$ cat src/core/rst_seq_pkg.sv
/*
 * Constants and carrier types for the reset and clock-output sequencer.
 * Assumes a single system clock; no software-visible register bus.
 */
package rst_seq_pkg;
    localparam int REF_FREQ_HZ = 24000000;
    localparam int STALL_LOG2 = 14;
    localparam int STALL_CYCLES = 1 << STALL_LOG2;
    localparam int STALL_W = STALL_LOG2 + 1;
    // Divide field: output period = 2*(div+1) reference cycles
    localparam int DIV_W = 4;
    localparam logic [3:0] DIV_RESET = 4'h2;
    localparam logic CLK_EN_RESET = 1'b1;
    localparam logic REG_EN_RESET = 1'b0;

    typedef enum logic [1:0] {
        ST_RESET = 2'b00,
        ST_STALL = 2'b01,
        ST_RUN = 2'b10
    } seq_state_t;

    typedef struct packed {
        logic clk_enable;
        logic [3:0] clk_div;
        logic reg_enable;
    } clock_setup_t;
endpackage

$ cat src/core/reset_and_clock_out_sequencer.sv
/*
 * Reset and programmable clock-output sequencer.
 * Assumes mclk_i is the reference clock and power-on and hardware
 * reset requests arrive synchronous to it.
 */
`timescale 1ns/1ps

// Summary of operation
// - Power-on reloads registers, restarts clock generator
// - Power-on stalls clock output 2^14 cycles
// - No register access during the stall
// - Any reset disables transceiver regulator output
// - Setup register gates and divides clock output
// - After reset clock output runs at 4 MHz
// - DLL variant: hardware reset also stalls output
// - Active-low hardware reset reverts all registers
// - DLL variant: hardware reset equals power-on
module reset_and_clock_out_sequencer #(
    parameter bit HAS_DLL = 1'b1
) (
    input wire logic mclk_i,
    input wire logic rst_i,
    input wire logic power_on_i,
    input wire logic hw_reset_n_i,
    input wire logic setup_wr_i,
    input wire rst_seq_pkg::clock_setup_t setup_wdata_i,
    input wire logic reg_enable_wr_i,
    input wire logic reg_enable_wdata_i,
    output logic prog_clock_output_o,
    output logic access_enable_o,
    output logic reg_enable_o,
    output logic gen_restart_o,
    output rst_seq_pkg::clock_setup_t clock_setup_register_o
);

    ////////////////////////////////////////////////////////////////////////
    // Reset sources
    logic any_reset;
    logic stall_reset;
    assign any_reset = rst_i || power_on_i || !hw_reset_n_i;
    assign stall_reset = rst_i || power_on_i || (HAS_DLL && !hw_reset_n_i);

    ////////////////////////////////////////////////////////////////////////
    // Sequencer state
    rst_seq_pkg::seq_state_t state_reg, state_next;
    logic [rst_seq_pkg::STALL_W-1:0] cnt_reg, cnt_next;
    logic access_reg, access_next;
    logic restart_reg, restart_next;

    always_comb begin
        state_next = state_reg;
        cnt_next = cnt_reg;
        access_next = access_reg;
        restart_next = 1'b0;
        if (stall_reset) begin
            state_next = rst_seq_pkg::ST_RESET;
            cnt_next = '0;
            access_next = 1'b0;
            restart_next = 1'b1;
        end else begin
            case (state_reg)
                rst_seq_pkg::ST_RESET: begin
                    state_next = rst_seq_pkg::ST_STALL;
                    cnt_next = '0;
                end
                rst_seq_pkg::ST_STALL: begin
                    cnt_next = cnt_reg + 1'b1;
                    if (cnt_reg == rst_seq_pkg::STALL_W'(rst_seq_pkg::STALL_CYCLES - 1)) begin
                        state_next = rst_seq_pkg::ST_RUN;
                        access_next = 1'b1;
                    end
                end
                default: begin
                    state_next = rst_seq_pkg::ST_RUN;
                end
            endcase
        end
    end

    always_ff @(posedge mclk_i) begin
        state_reg <= state_next;
        cnt_reg <= cnt_next;
        access_reg <= access_next;
        restart_reg <= restart_next;
    end

    ////////////////////////////////////////////////////////////////////////
    // Setup register and regulator enable
    rst_seq_pkg::clock_setup_t setup_reg, setup_next;
    logic regen_reg, regen_next;

    always_comb begin
        setup_next = setup_reg;
        regen_next = regen_reg;
        if (any_reset) begin
            setup_next.clk_enable = rst_seq_pkg::CLK_EN_RESET;
            setup_next.clk_div = rst_seq_pkg::DIV_RESET;
            setup_next.reg_enable = rst_seq_pkg::REG_EN_RESET;
            regen_next = rst_seq_pkg::REG_EN_RESET;
        end else if (access_reg) begin
            if (setup_wr_i) begin
                setup_next = setup_wdata_i;
            end
            if (reg_enable_wr_i) begin
                regen_next = reg_enable_wdata_i;
            end
        end
        setup_next.reg_enable = regen_next;
    end

    always_ff @(posedge mclk_i) begin
        setup_reg <= setup_next;
        regen_reg <= regen_next;
    end

    ////////////////////////////////////////////////////////////////////////
    // Clock output divider
    logic [rst_seq_pkg::DIV_W-1:0] div_cnt_reg, div_cnt_next;
    logic clk_out_reg, clk_out_next;

    always_comb begin
        div_cnt_next = div_cnt_reg;
        clk_out_next = clk_out_reg;
        if (stall_reset || !access_reg || !setup_reg.clk_enable) begin
            div_cnt_next = '0;
            clk_out_next = 1'b0;
        end else if (div_cnt_reg >= setup_reg.clk_div) begin
            div_cnt_next = '0;
            clk_out_next = !clk_out_reg;
        end else begin
            div_cnt_next = div_cnt_reg + 1'b1;
        end
    end

    always_ff @(posedge mclk_i) begin
        div_cnt_reg <= div_cnt_next;
        clk_out_reg <= clk_out_next;
    end

    assign prog_clock_output_o = clk_out_reg;
    assign access_enable_o = access_reg;
    assign reg_enable_o = regen_reg;
    assign gen_restart_o = restart_reg;
    assign clock_setup_register_o = setup_reg;

    ////////////////////////////////////////////////////////////////////////
    // Elaboration checks
    localparam logic [rst_seq_pkg::STALL_W-1:0] STALL_LAST =
        rst_seq_pkg::STALL_W'(rst_seq_pkg::STALL_CYCLES - 1);

    if (rst_seq_pkg::STALL_LOG2 < 1 || rst_seq_pkg::STALL_W <= rst_seq_pkg::STALL_LOG2) begin : g_bad_stall
        $error("stall counter cannot hold the stall length");
    end
    if (rst_seq_pkg::DIV_W != $bits(rst_seq_pkg::DIV_RESET)) begin : g_bad_div
        $error("divide counter width differs from setup field");
    end

    ////////////////////////////////////////////////////////////////////////
    // Assertions
    // Reset and restart
    a_restart_pulse: assert property (@(posedge mclk_i)
        stall_reset |=> gen_restart_o)
        else $error("generator restart missing");
    a_restart_quiet: assert property (@(posedge mclk_i)
        !stall_reset |=> !gen_restart_o)
        else $error("generator restart without reset");
    a_regulator_off: assert property (@(posedge mclk_i)
        any_reset |=> !reg_enable_o)
        else $error("regulator enabled after reset");
    a_default_div: assert property (@(posedge mclk_i)
        any_reset |=> clock_setup_register_o.clk_div == rst_seq_pkg::DIV_RESET)
        else $error("clock divide not restored");
    a_hw_rst_regs: assert property (@(posedge mclk_i)
        !hw_reset_n_i |=> clock_setup_register_o.clk_enable)
        else $error("hardware reset left setup");
    a_dll_same: assert property (@(posedge mclk_i)
        (HAS_DLL && !hw_reset_n_i) |=> gen_restart_o)
        else $error("hardware reset not like power-on");

    // Stall and access
    a_stall_holds_low: assert property (@(posedge mclk_i) disable iff (rst_i)
        (state_reg == rst_seq_pkg::ST_STALL) |-> !prog_clock_output_o)
        else $error("clock output toggled during stall");
    a_out_zero_reset: assert property (@(posedge mclk_i)
        stall_reset |=> !prog_clock_output_o)
        else $error("clock output running in reset");
    a_no_access_stall: assert property (@(posedge mclk_i) disable iff (rst_i)
        (state_reg != rst_seq_pkg::ST_RUN) |-> !access_enable_o)
        else $error("access enabled during stall");
    a_access_reset: assert property (@(posedge mclk_i)
        stall_reset |=> !access_enable_o)
        else $error("access left enabled by reset");
    a_stall_stays: assert property (@(posedge mclk_i) disable iff (stall_reset)
        (state_reg == rst_seq_pkg::ST_STALL && cnt_reg != STALL_LAST) |=>
        (state_reg == rst_seq_pkg::ST_STALL && !access_enable_o))
        else $error("stall ended early");
    a_stall_ends: assert property (@(posedge mclk_i) disable iff (stall_reset)
        (state_reg == rst_seq_pkg::ST_STALL && cnt_reg == STALL_LAST) |=> access_enable_o)
        else $error("stall did not end at terminal count");
    a_run_holds: assert property (@(posedge mclk_i) disable iff (rst_i)
        (state_reg == rst_seq_pkg::ST_RUN && !stall_reset) |=> access_enable_o)
        else $error("access dropped while running");
    a_hw_rst_stall: assert property (@(posedge mclk_i)
        (HAS_DLL && !hw_reset_n_i) |=> !access_enable_o)
        else $error("hardware reset did not stall");
    a_nodll_keeps: assert property (@(posedge mclk_i) disable iff (rst_i || power_on_i)
        (!HAS_DLL && access_enable_o) |=> access_enable_o)
        else $error("hardware reset stalled without dll");

    // Setup writes
    a_refused_write: assert property (@(posedge mclk_i) disable iff (rst_i)
        (!access_enable_o && !any_reset) |=> $stable(clock_setup_register_o))
        else $error("setup changed while access blocked");
    a_write_taken: assert property (@(posedge mclk_i) disable iff (rst_i)
        (access_enable_o && !any_reset && setup_wr_i) |=>
        (clock_setup_register_o.clk_div == $past(setup_wdata_i.clk_div) &&
        clock_setup_register_o.clk_enable == $past(setup_wdata_i.clk_enable)))
        else $error("setup write not taken");
    a_reg_write: assert property (@(posedge mclk_i) disable iff (rst_i)
        (access_enable_o && !any_reset && reg_enable_wr_i) |=>
        (reg_enable_o == $past(reg_enable_wdata_i)))
        else $error("regulator write not taken");
    a_clk_disable: assert property (@(posedge mclk_i) disable iff (any_reset)
        !clock_setup_register_o.clk_enable |=> !prog_clock_output_o)
        else $error("disabled clock output toggled");

endmodule // reset_and_clock_out_sequencer

$ cat config.mk
export PLATFORM = sky130hd
export DESIGN_NAME = reset_and_clock_out_sequencer
export DESIGN_NICKNAME = d
export VERILOG_FILES = /design/src/core/rst_seq_pkg.sv /design/src/core/reset_and_clock_out_sequencer.sv
export SDC_FILE = /design/constraint.sdc
export NUM_CORES = 1
export LEC_CHECK = 0
export BUFFER_PORTS_ARGS = -buffer_cell sky130_fd_sc_hd__buf_4
export CAP_MARGIN = 20
export CORE_MARGIN = 3
export CORE_UTILIZATION = 55
export CTS_CLUSTER_DIAMETER = 30
export CTS_CLUSTER_SIZE = 16
export DETAILED_ROUTE_END_ITERATION = 8
export PLACE_DENSITY = 0.78
export REMOVE_ABC_BUFFERS = 1
export SYNTH_ARGS = -nofsm -noshare
export SYNTH_HDL_FRONTEND = slang
export SYNTH_SLANG_ARGS = --single-unit
$ cat constraint.sdc
create_clock -name mclk_i -period 4.3 [get_ports mclk_i]
set_clock_uncertainty 0.1 [all_clocks]
set_input_delay 0.43 -clock mclk_i [delete_from_list [all_inputs] [get_ports mclk_i]]
set_output_delay 0.43 -clock mclk_i [all_outputs]
set_load 0.03 [all_outputs]
# == Word level (Yosys, flattened, before mapping) ==
# Index checks and enable logic that the tools add are counted.
# op_classes
eq_ne,3
muxes,4
magnitude_cmp,1
reduce_logical,14
add_sub_neg,2
# ops
op,count
case mux 15 bit (2 select lines),1
"adder 15 x 1 -> 15 bit, second input constant",1
"equality test 15 x 14 -> 1 bit, second input constant",1
AND reduction 2 bit,3
"adder 4 x 1 -> 4 bit, second input constant",1
greater-or-equal comparator 4 bit,1
logical NOT 1 bit,4
logical OR 1 bit,4
case mux 2 bit (2 select lines),1
"equality test 2 x 1 -> 1 bit, second input constant",1
logical NOT 2 bit,1
2-to-1 mux 2 bit,1
"!= test 2 bit, second input constant",1
nonzero test 2 bit,1
OR reduction 2 bit,1
2-to-1 mux 1 bit,1
# word_totals
register_bits,30
output_inout_bits,10

# == Depth between registers and ports, before layout ==
# Gate-level depths: netlist of run 1.
# depth
depth_word,5
mapped_depth,6
ltp_nobuf,6

# == Worst setup path after synthesis of run 1 ==
# Ideal clock, no wire load.
# synth_timing
kind,register to register
startpoint,register setup_reg (netlist bit clock_setup_register_o[1])
endpoint,register div_cnt_reg[2] (netlist name)
arrival_time_ns,1.454
setup_slack_ns,2.681
required_time_ns,4.135
stages_incl_launch_ff,6
setup_ns,0.065
n_path_buf,0
cell_sequence,dfxtp_1 > ha_1 > nand2b_1 > a211oi_1 > o211ai_1 > nor2_1
# synth_between
elab_chain_len,2
# synth_lines
element,line_no,source
from (decl),reset_and_clock_out_sequencer.sv:89,"rst_seq_pkg::clock_setup_t setup_reg, setup_next;"
from (signal assigned),reset_and_clock_out_sequencer.sv:112,setup_reg <= setup_next;
greater-or-equal comparator 4 bit,reset_and_clock_out_sequencer.sv:127,end else if (div_cnt_reg >= setup_reg.clk_div) begin
OR reduction 2 bit (no source line),-,
to (signal assigned),reset_and_clock_out_sequencer.sv:136,div_cnt_reg <= div_cnt_next;
to (decl),reset_and_clock_out_sequencer.sv:118,"logic [rst_seq_pkg::DIV_W-1:0] div_cnt_reg, div_cnt_next;"
# Every way passes these cells.
# A chain may end at the register's enable or synchronous reset.

# == Worst setup path in the final report of run 1 ==
# layout_timing
startpoint,register state_reg[1]
endpoint,register cnt_reg[13] (netlist name)
# layout_between
elab_chain_len,2
# layout_lines
element,line_no,source
from (decl),reset_and_clock_out_sequencer.sv:45,"rst_seq_pkg::seq_state_t state_reg, state_next;"
from (signal assigned),reset_and_clock_out_sequencer.sv:81,state_reg <= state_next;
equality test 2 x 1 -> 1 bit / logical NOT 2 bit (equally long branches),reset_and_clock_out_sequencer.sv:61,case (state_reg)
case mux 15 bit (2 select lines) / nonzero test 2 bit (equally long branches),-,
to (signal assigned),reset_and_clock_out_sequencer.sv:82,cnt_reg <= cnt_next;
to (decl),reset_and_clock_out_sequencer.sv:46,"logic [rst_seq_pkg::STALL_W-1:0] cnt_reg, cnt_next;"
# Parallel ways exist; a longest one is shown, timed or not.

==> impl_metrics.ini, run 1 <==
[logic_synthesis]
ys_seq_area_share_pct = 42.7
avgSynthCellArea_um2 = 9.24
yosysTopAreaCell = dfxtp_1
yosysTopAreaCellShare_pct = 42.7
synth_xor_area_share_pct = 6.86
yosys_warnings = 0
syn_area_um2 = 1410
synth_cell_types = 37
synth_fa_ha_area_share_pct = 5.34
synthMuxAreaShare_pct = 2.23
synth_top_family_by_area = simple AND/OR/NAND/NOR gates
synthFlopType = dfxtp_1
synth_compound_area_share_pct = 6.95
synth-edff-count = 0
synthArstFlopShare_pct = 0
ys_ff_latch = 30
synthSimpleGateAreaFrac_pct = 31.8
ys_top_cells_by_area = dfxtp_1 43%, xnor2_1 5.6%, ha_1 5.3%
syn_inst = 152

[critical_path]
worstPathCellList = o21ai_1, nor2_1, mux2_2
worst_setup_path_start_kind = flop
cp.arrival_ns = 1.88
crit_fanout = 14
max_stage_delay_ns = 0.78
worst_path_max_delay_cell = o21ai_1
regToRegStartpoint = state_reg[1]
end_kind = flop
cp-startpoint = state_reg[1]
crit_type = flop to flop
worstPathRequired_ns = 4.43

[pwr]
ir_drop_mv = 0.249
power_density_nw_per_um2 = 286
leakagePower_nw = 0.671

[detailed_routing]
drc = 0
drt_iter0_markers = 16
ant_nets = 0
via_per_inst = 5.41
vias = 1110
drtPass1Iterations = 4
drt-total-wl_um = 2500
wire_per_inst_um = 12.2

[clock_network]
cts_made_buffers = 5
clkTransAtPathRegs_ns = 0.09
cts_tree = done
insertion_delay_ns = 0.33
cts.sinks = 30
cts_resized = 0
cts_root_buffer = clkbuf_4
clk_path_buf_depth = 2
h-tree-depth = 2
postCtsSetupRepairBufs = 0
holdBufCountCts = 0

[timing]
finalMaxSlewViolations = 0
setup_viol = 0
fmax_ghz = 0.572
worstMarginPinSlew_ns = 0.973
min_period_ns = 1.75
rsz0062_at_grt = false
finalHoldViolCount = 0
setup_slack_ns = 2.55
fin_crit_sh_pct = 40.6
max_slew_margin_pct = 34.7
fin_setup_tns_ns = 0

[placed_design]
portBuffers = 21
dpl.hpwl_um = 1840
routabilityCongestion = 0.741
placed_cells = 197
pre_cts_ws_ns = 2.42
placed_cell_area_um2 = 1580

[final_layout]
final_cells = 205
diodes = 0
postLayoutCoreUtil_pct = 70.6
syn2layout_area_growth_pct = 16.6
largest_reg_flops = 15
nNetsFinal = 195
final_area_um2 = 1640
drive_gt1_share_pct = 23.2

[floorplanning]
start_util_pct = 60.6
ios = 23
coreArea_um2 = 2320
die_x_um = 56.5
rows = 17
die_area_um2 = 3200
dieHeight_um = 56.5

[grt]
antenna_found_initial = 0
grtUsageTotal_pct = 18.2
grt-ovfl-total = 0
grt_max_degree = 15
grt_pass1_wl_um = 4540
first_global_vias = 1069

[run]
max-cap-violations = 0

[hold_path]
min_from = power_on_i
hold_class = input port to flop

[run_status]
status = finished clean
==> stage by stage <==
step | hold slack [ns] | power [mW]
after floorplan | 0.330 | 0.289
after global placement | 0.346 | 0.299
after detailed placement | 0.360 | 0.299
after CTS | 0.206 | 0.474
after global routing | 0.222 | 0.486
final | 0.220 | 0.468
==> report_power, final <==
group / internal, mW / switching, mW / total, mW
registers: 0.278 / 0.000443 / 0.279
logic: 0.00786 / 0.00560 / 0.0135
clock network: 0.0791 / 0.0963 / 0.175
==> layout make-up <==
cell class / count / area, um^2
Multi-Input combinational cell: 108 / 747
Clock inverter: 1 / 5.00
Clock buffer: 7 / 55.1
Inverter: 10 / 37.5
Sequential cell: 30 / 601
Fill cell: 172 / 681
Tap cell: 28 / 35.0
Timing Repair Buffer: 21 / 158
==> synth_stat cells (2+ instances only) <==
cell / number
ha_1: 6
dfxtp_1: 30
a21oi_1: 9
nand3_2: 2
inv_1: 10
xnor2_1: 9
nor3_1: 3
nor4_4: 2
mux2i_1: 2
nor2_2: 2
nand3_1: 10
o21ai_0: 4
o21ai_1: 2
nor2b_1: 2
clkbuf_1: 2
nor2_1: 19
nand2_1: 14
or3_1: 4
xor2_1: 2
==> logic make-up after synthesis <==
| family | Yosys count |
|---|---|
| AND/OR/NAND/NOR | 70 |
| flip-flops | 30 |
| AO/OA/AOI/OAI | 18 |
| buffers and inverters | 14 |
| XOR/XNOR | 11 |
| adder cells (fa/ha/maj) | 6 |
| multiplexers | 3 |
==> cell usage in the layout, fill, tap and decap left out, drive strengths merged, types with 2 or more instances in the layout <==
cell type	instances
nor4	4
dfxtp	30
nand4b	2
xnor2	9
mux2i	2
ha	6
a21oi	9
o21ai	6
nand4	2
inv	10
buf	21
or3	4
nand3	12
nor3	3
nand2	14
clkbuf	7
xor2	2
nor2b	2
nor2	21
==> layer usage <==
metal,global-route usage (%),routed length [um]
met3,7.59,150
met4,7.12,43
met5,0,0
met2,30.9,1180
met1,20.0,1120
==> path summary, 6_finish.rpt <==
path | endpoint | slack [ns] | cells past startpoint
min reg2reg | div_cnt_reg[0] | 0.38 | 1
min | clock_setup_register_o[5] | 0.22 | 3
max reg2reg | cnt_reg[13] | 2.55 | 3
max | cnt_reg[13] | 2.55 | 3
==> worst max-delay path: cells and delay by family, from the launching register on <==
kind,cells,cell delay (ns)
compound gates,1,0.78
mux,1,0.30
flops,1,0.38
simple gates,1,0.09
No activity file was read; power rests on OpenSTA's default activity.
==> inputs of run 2 (changes only) <==
--- a/config.mk
+++ b/config.mk
@@ -8,11 +8,11 @@
 export BUFFER_PORTS_ARGS = -buffer_cell sky130_fd_sc_hd__buf_4
 export CAP_MARGIN = 20
 export CORE_MARGIN = 3
-export CORE_UTILIZATION = 55
+export CORE_UTILIZATION = 49
 export CTS_CLUSTER_DIAMETER = 30
 export CTS_CLUSTER_SIZE = 16
 export DETAILED_ROUTE_END_ITERATION = 8
-export PLACE_DENSITY = 0.78
+export PLACE_DENSITY = 0.74
 export REMOVE_ABC_BUFFERS = 1
 export SYNTH_ARGS = -nofsm -noshare
 export SYNTH_HDL_FRONTEND = slang
==> constraint.sdc (replaced) <==
create_clock -name mclk_i -period 1.5 [get_ports mclk_i]
set_clock_uncertainty 0.1 [all_clocks]
set_input_delay 0.15 -clock mclk_i [delete_from_list [all_inputs] [get_ports mclk_i]]
set_output_delay 0.15 -clock mclk_i [all_outputs]
set_load 0.03 [all_outputs]
==> run 2 against run 1 <==
- the flow now finishes with violations (negative setup slack)
- total power grew to 2.9 times the previous value
- wire length grew 39%
- cell count grew 14%
- combinational power grew to 4.3 times the previous value
- clock power grew to 3.0 times the previous value
- setup slack lost 2.6 ns
- die area grew 11%
- register-to-register slack lost 2.6 ns
- fmax grew 13%
- via count grew 16%
- critical path type unchanged
- largest power group unchanged
==> impl_metrics.ini, run 2 (synthesis gave the netlist of run 1 again) <==
[detailed_routing]
drtPass1Iterations = 4
drt_iter0_markers = 34
via_per_inst = 5.55
ant_nets = 0
wire_per_inst_um = 14.9
drc = 0
drt-total-wl_um = 3470
vias = 1292

[clock_network]
cts_root_buffer = clkbuf_4
cts.sinks = 30
clkTransAtPathRegs_ns = 0.09
cts_tree = done
insertion_delay_ns = 0.34
clk_path_buf_depth = 2
cts_made_buffers = 5
h-tree-depth = 2

[timing]
fmax_ghz = 0.649
rsz0062_at_grt = true
finalHoldViolCount = 0
fin_setup_tns_ns = -0.103
max_slew_margin_pct = 74.8
min_period_ns = 1.54
finalMaxSlewViolations = 0
fin_crit_sh_pct = 103
setup_viol = 4
setup_slack_ns = -0.0408
worstMarginPinSlew_ns = 0.376

[final_layout]
final_cells = 233
diodes = 0
num-fill-cells = 168
seq_area_um2 = 619
largest_reg_flops = 15
nNetsFinal = 221
drive_gt1_share_pct = 40.4
syn2layout_area_growth_pct = 38.8
multiInputGateArea_um2 = 826
layout_commonest_cell = buf_4
layout_common_cells = 40 x buf_4, 19 x nor2_1, 19 x dfxtp_1, 14 x nand2_1

[run_status]
status = finished, violations left
violations = negative setup slack

[floorplanning]
coreArea_um2 = 2590
ios = 23
die_x_um = 59.6
start_util_pct = 54.3
die_area_um2 = 3550
rows = 18
dieHeight_um = 59.6

[grt]
grt-ovfl-total = 0
grt_max_degree = 11
grtUsageTotal_pct = 21.8
first_global_vias = 1283
antenna_found_initial = 0
grt_pass1_wl_um = 5730

[run]
max-cap-violations = 0

[pwr]
leakagePower_nw = 0.829
ir_drop_mv = 0.687
power_density_nw_per_um2 = 703
finalPower_mw = 1.37

[placed_design]
routabilityCongestion = 0.829
pre_cts_ws_ns = -0.0673
dpl.hpwl_um = 2140
placed_cells = 216
portBuffers = 21

[critical_path]
worst_path_max_delay_cell = dfxtp_2
worst_setup_path_start_kind = flop
worstPathCellList = inv_2, ha_4, nand2b_4, a211oi_2, o211ai_1, nor2_1
path_buf_inv = 1
crit_type = flop to flop
max_stage_delay_ns = 0.35
cp.arrival_ns = 1.71
path_delay_family = compound AO/OA/AOI/OAI gates
crit_fanout = 4
worstPathRequired_ns = 1.66
end_kind = flop

[hold_path]
hold_class = input port to flop
## run 2: changes by cell type in the layout (fill, tap and decap cells not counted), moves of 2 or more
cell           previous run  this run
a21oi_1                   9         7
a21oi_2                   0         2
buf_4                    21        40
dfxtp_1                  30        19
dfxtp_2                   0         9
dfxtp_4                   0         2
dlygate4sd3_1             0         7
ha_1                      6         4
ha_4                      0         2
## run 2: cell type report
class	count	share of cell area [%]
Clock buffer	7	2.82
Multi-Input combinational cell	108	42.3
Tap cell	30	1.92
Sequential cell	30	31.8
Clock inverter	1	0.257
Timing Repair Buffer	47	19.0
Inverter	10	1.92
## run 2: path summary, 6_finish.rpt
kind                                                start                   endpoint  slack [ns]  cells past startpoint
worst max-delay path                       div_cnt_reg[0]             div_cnt_reg[3]       -0.04                      6
worst min-delay path                           setup_wr_i  clock_setup_register_o[5]       0.004                      3
worst max register to register             div_cnt_reg[0]             div_cnt_reg[3]       -0.04                      6
worst min register to register  clock_setup_register_o[3]  clock_setup_register_o[3]        0.38                      2
## run 2: through the flow
stage          util (%)  instance area, um^2  hold slack [ns]
2_1_floorplan         -                 1390            0.170
3_3_place_gp       65.9                 1710            0.285
5_1_grt            75.3                 1950           0.0190
3_5_place_dp       65.9                 1710            0.286
4_1_cts            71.6                 1850          0.00428
6_report           75.3                 1950          0.00430
## run 2: power by group
group | internal (mW) | leakage (nW) | total (mW) | switching, mW
combinational | 0.0364 | 0.545 | 0.0583 | 0.0220
clock | 0.227 | 0.0353 | 0.517 | 0.290
sequential | 0.794 | 0.248 | 0.796 | 0.00138
total | 1.06 | 0.829 | 1.37 | 0.314
## run 2: per-layer routing
layer | GRT usage [%] | wire length (um) | up-vias
li1 | - | - | 617
met1 | 24.6 | 1420 | 608
met2 | 38.5 | 1780 | 47
met3 | 5.01 | 156 | 20
met4 | 9.81 | 110 | 0
met5 | 0 | 0 | -
## run 2: worst register-to-register path, delay by kind of cell (launching register included)
kind,cells,cell delay [ns]
adder cells (fa/ha/maj),1,0.22
AND/OR/NAND/NOR,2,0.30
AO/OA/AOI/OAI,2,0.46
buffers and inverters,1,0.05
flip-flops,1,0.35
## run 2: what timing repair did
item	in CTS	in global routing
setup buffers	1	1
setup endpoints to repair	6	12
pin swaps	5	12
hold buffers	7	0
resized for setup	3	25
endpoints found under the hold margin	6	0
==> inputs of run 3 (changes only) <==
--- a/config.mk
+++ b/config.mk
@@ -7,12 +7,15 @@
 export LEC_CHECK = 0
 export BUFFER_PORTS_ARGS = -buffer_cell sky130_fd_sc_hd__buf_4
 export CAP_MARGIN = 20
+export CELL_PAD_IN_SITES_DETAIL_PLACEMENT = 1
+export CELL_PAD_IN_SITES_GLOBAL_PLACEMENT = 1
 export CORE_MARGIN = 3
-export CORE_UTILIZATION = 49
-export CTS_CLUSTER_DIAMETER = 30
+export CORE_UTILIZATION = 37
+export CTS_CLUSTER_DIAMETER = 80
 export CTS_CLUSTER_SIZE = 16
 export DETAILED_ROUTE_END_ITERATION = 8
-export PLACE_DENSITY = 0.74
+export GPL_TIMING_DRIVEN = 0
+export PLACE_DENSITY_LB_ADDON = 0.1
 export REMOVE_ABC_BUFFERS = 1
 export SYNTH_ARGS = -nofsm -noshare
 export SYNTH_HDL_FRONTEND = slang
==> run 3 against run 2 <==
- the run now ends clean
- clock-buffer cell count stayed put
- first-iteration DRC count is 12% higher
- total power is 5.4% higher
- non-clock buffer count is 19 lower
- via count is 10% lower
- clock power is 17% higher
- sequential cell count stayed put
- combinational power is 26% lower
- final area is 6.2% lower
- critical path type unchanged
- largest cell class unchanged
- highest routed layer unchanged
==> impl_metrics.ini, run 3 (synthesis gave the netlist of run 1 again) <==
[pwr]
leakagePower_nw = 0.726
ir_drop_mv = 0.632
power.share.combinational_pct = 3.0
power_frac_clock_pct = 41.8
switching_share_pct = 21.1
intPower_mw = 1.14
p_seq_share_pct = 55.2
power_density_nw_per_um2 = 790
switchingPower_mw = 0.305

[timing]
min_period_ns = 1.49
finalMaxSlewViolations = 0
max_slew_margin_pct = 70.9
setup_viol = 0
fin_crit_sh_pct = 99.1
rsz0062_at_grt = true
worstMarginPinSlew_ns = 0.434
finalHoldViolCount = 0
hold_ws_ns = 0.0221
fmax_ghz = 0.673

[floorplanning]
dieHeight_um = 67.6
die_x_um = 67.6
start_util_pct = 40.2
die_area_um2 = 4570
ios = 23
coreArea_um2 = 3490
rows = 21

[critical_path]
end_kind = flop
r2r_slack_ns = 0.01
cp-startpoint = cnt_reg[0]
crit_type = flop to flop
max_stage_delay_ns = 0.38
worst_setup_path_start_kind = flop
worstPathRequired_ns = 1.56
path_delay_family = simple AND/OR/NAND/NOR gates
regToRegStartpoint = cnt_reg[0]
worstPathCellList = ha_4, nand4b_4, nor4_4, xnor2_1, nor2_2
r2r-end = cnt_reg[14]
worst_path_max_delay_cell = dfxtp_4
path_buf_inv = 0
crit_fanout = 8
cp.arrival_ns = 1.54
crit_path_end = cnt_reg[14]
r2r_cells = 5
cp.depth = 5

[grt]
grt_pass1_wl_um = 5280
grt_max_degree = 15
grtUsageTotal_pct = 15.7
first_global_vias = 1170
antenna_found_initial = 0
grt-ovfl-total = 0

[clock_network]
cts.sinks = 30
clkTransAtPathRegs_ns = 0.06
cts_tree = done
h-tree-depth = 2
cts_root_buffer = clkbuf_8
cts_made_buffers = 5
clk_path_buf_depth = 2
insertion_delay_ns = 0.28

[final_layout]
syn2layout_area_growth_pct = 30.2
layout_commonest_cell = buf_4
num-fill-cells = 391
drive_gt1_share_pct = 37.2
multiInputGateArea_um2 = 821
layout_common_cells = 26 x buf_4, 19 x nor2_1, 17 x dfxtp_1, 14 x nand2_1, 11 x dfxtp_2
nNetsFinal = 202
seq_area_um2 = 622
final_area_um2 = 1830
largest_reg_flops = 15
diodes = 0

[run_status]
status = finished clean

[placed_design]
routabilityCongestion = 0.752
placed_cell_area_um2 = 1600
portBuffers = 21
dpl.hpwl_um = 2170

[run]
max-cap-violations = 0

[detailed_routing]
drt_iter0_markers = 38
wire_per_inst_um = 13.5
via_per_inst = 5.07
drtPass1Iterations = 2
drt-total-wl_um = 3100
ant_nets = 0
drc = 0
vias = 1160

[hold_path]
hold_class = input port to flop
[run 3: changes by cell type in the layout (fill, tap and decap cells not counted), sizes merged]
cell and change:
clkinv -1, buf -14, dlygate4sd3 -5
[run 3: routing by layer]
layer,GRT usage (%),part of all wire [%]
met5,0,0
met4,7.59,0.81
met3,6.16,5.3
met2,25.5,50
met1,17.8,44
[run 3: layout make-up]
type                       count  area share, %
sequential                    30           34.0
inverter                      10           2.05
multi-input combinational    108           44.9
tap                           46           3.15
clock buffer                   7           4.17
timing repair buffer          28           11.8
[run 3: worst min-delay path by stage]
stage               slack, ns                         to  cells after the start       start
finish                   0.02  clock_setup_register_o[5]                      3  power_on_i
detailed placement       0.28  clock_setup_register_o[2]                      3  power_on_i
global placement         0.28  clock_setup_register_o[2]                      3  power_on_i
global route             0.03  clock_setup_register_o[5]                      3  power_on_i
floorplan                0.17  clock_setup_register_o[2]                      2  power_on_i
CTS                     0.003  clock_setup_register_o[5]                      3  power_on_i
[run 3: power groups by stage]
stage	logic, mW	registers (mW)	clock network [mW]
finish	0.0432	0.798	0.604
global route	0.0467	0.797	0.679
floorplan	0.00832	0.820	0
global placement	0.0378	0.818	0
CTS	0.0432	0.801	0.631
detailed placement	0.0391	0.818	0
[run 3: through the flow]
| step | total power [mW] | utilization (%) | std cells | setup TNS [ns] | setup WS [ns] |
|---|---|---|---|---|---|
| 4_1_cts | 1.47 | 50.6 | 228 | -0.0183 | -0.0183 |
| 5_1_grt | 1.52 | 52.3 | 229 | -0.382 | -0.0921 |
| 2_1_floorplan | 0.828 | - | 148 | -0.593 | -0.119 |
| 6_report | 1.45 | 52.3 | 229 | 0 | 0.0142 |
| 3_5_place_dp | 0.857 | 45.8 | 215 | -2.54 | -0.340 |
| 3_3_place_gp | 0.856 | 45.8 | 215 | -1.55 | -0.268 |
[run 3: what timing repair did]
action	in CTS	in global routing
setup endpoints to repair	21	14
buffers inserted	4	1
endpoints found under the hold margin	1	0
resized for setup	13	17
hold buffers	2	0
pin swaps	5	10
[run 3: worst min-delay path, cell delays in order]
cell and delay [ns]:
buf_4 0.08, nor3b_2 0.06, nand3_1 0.07
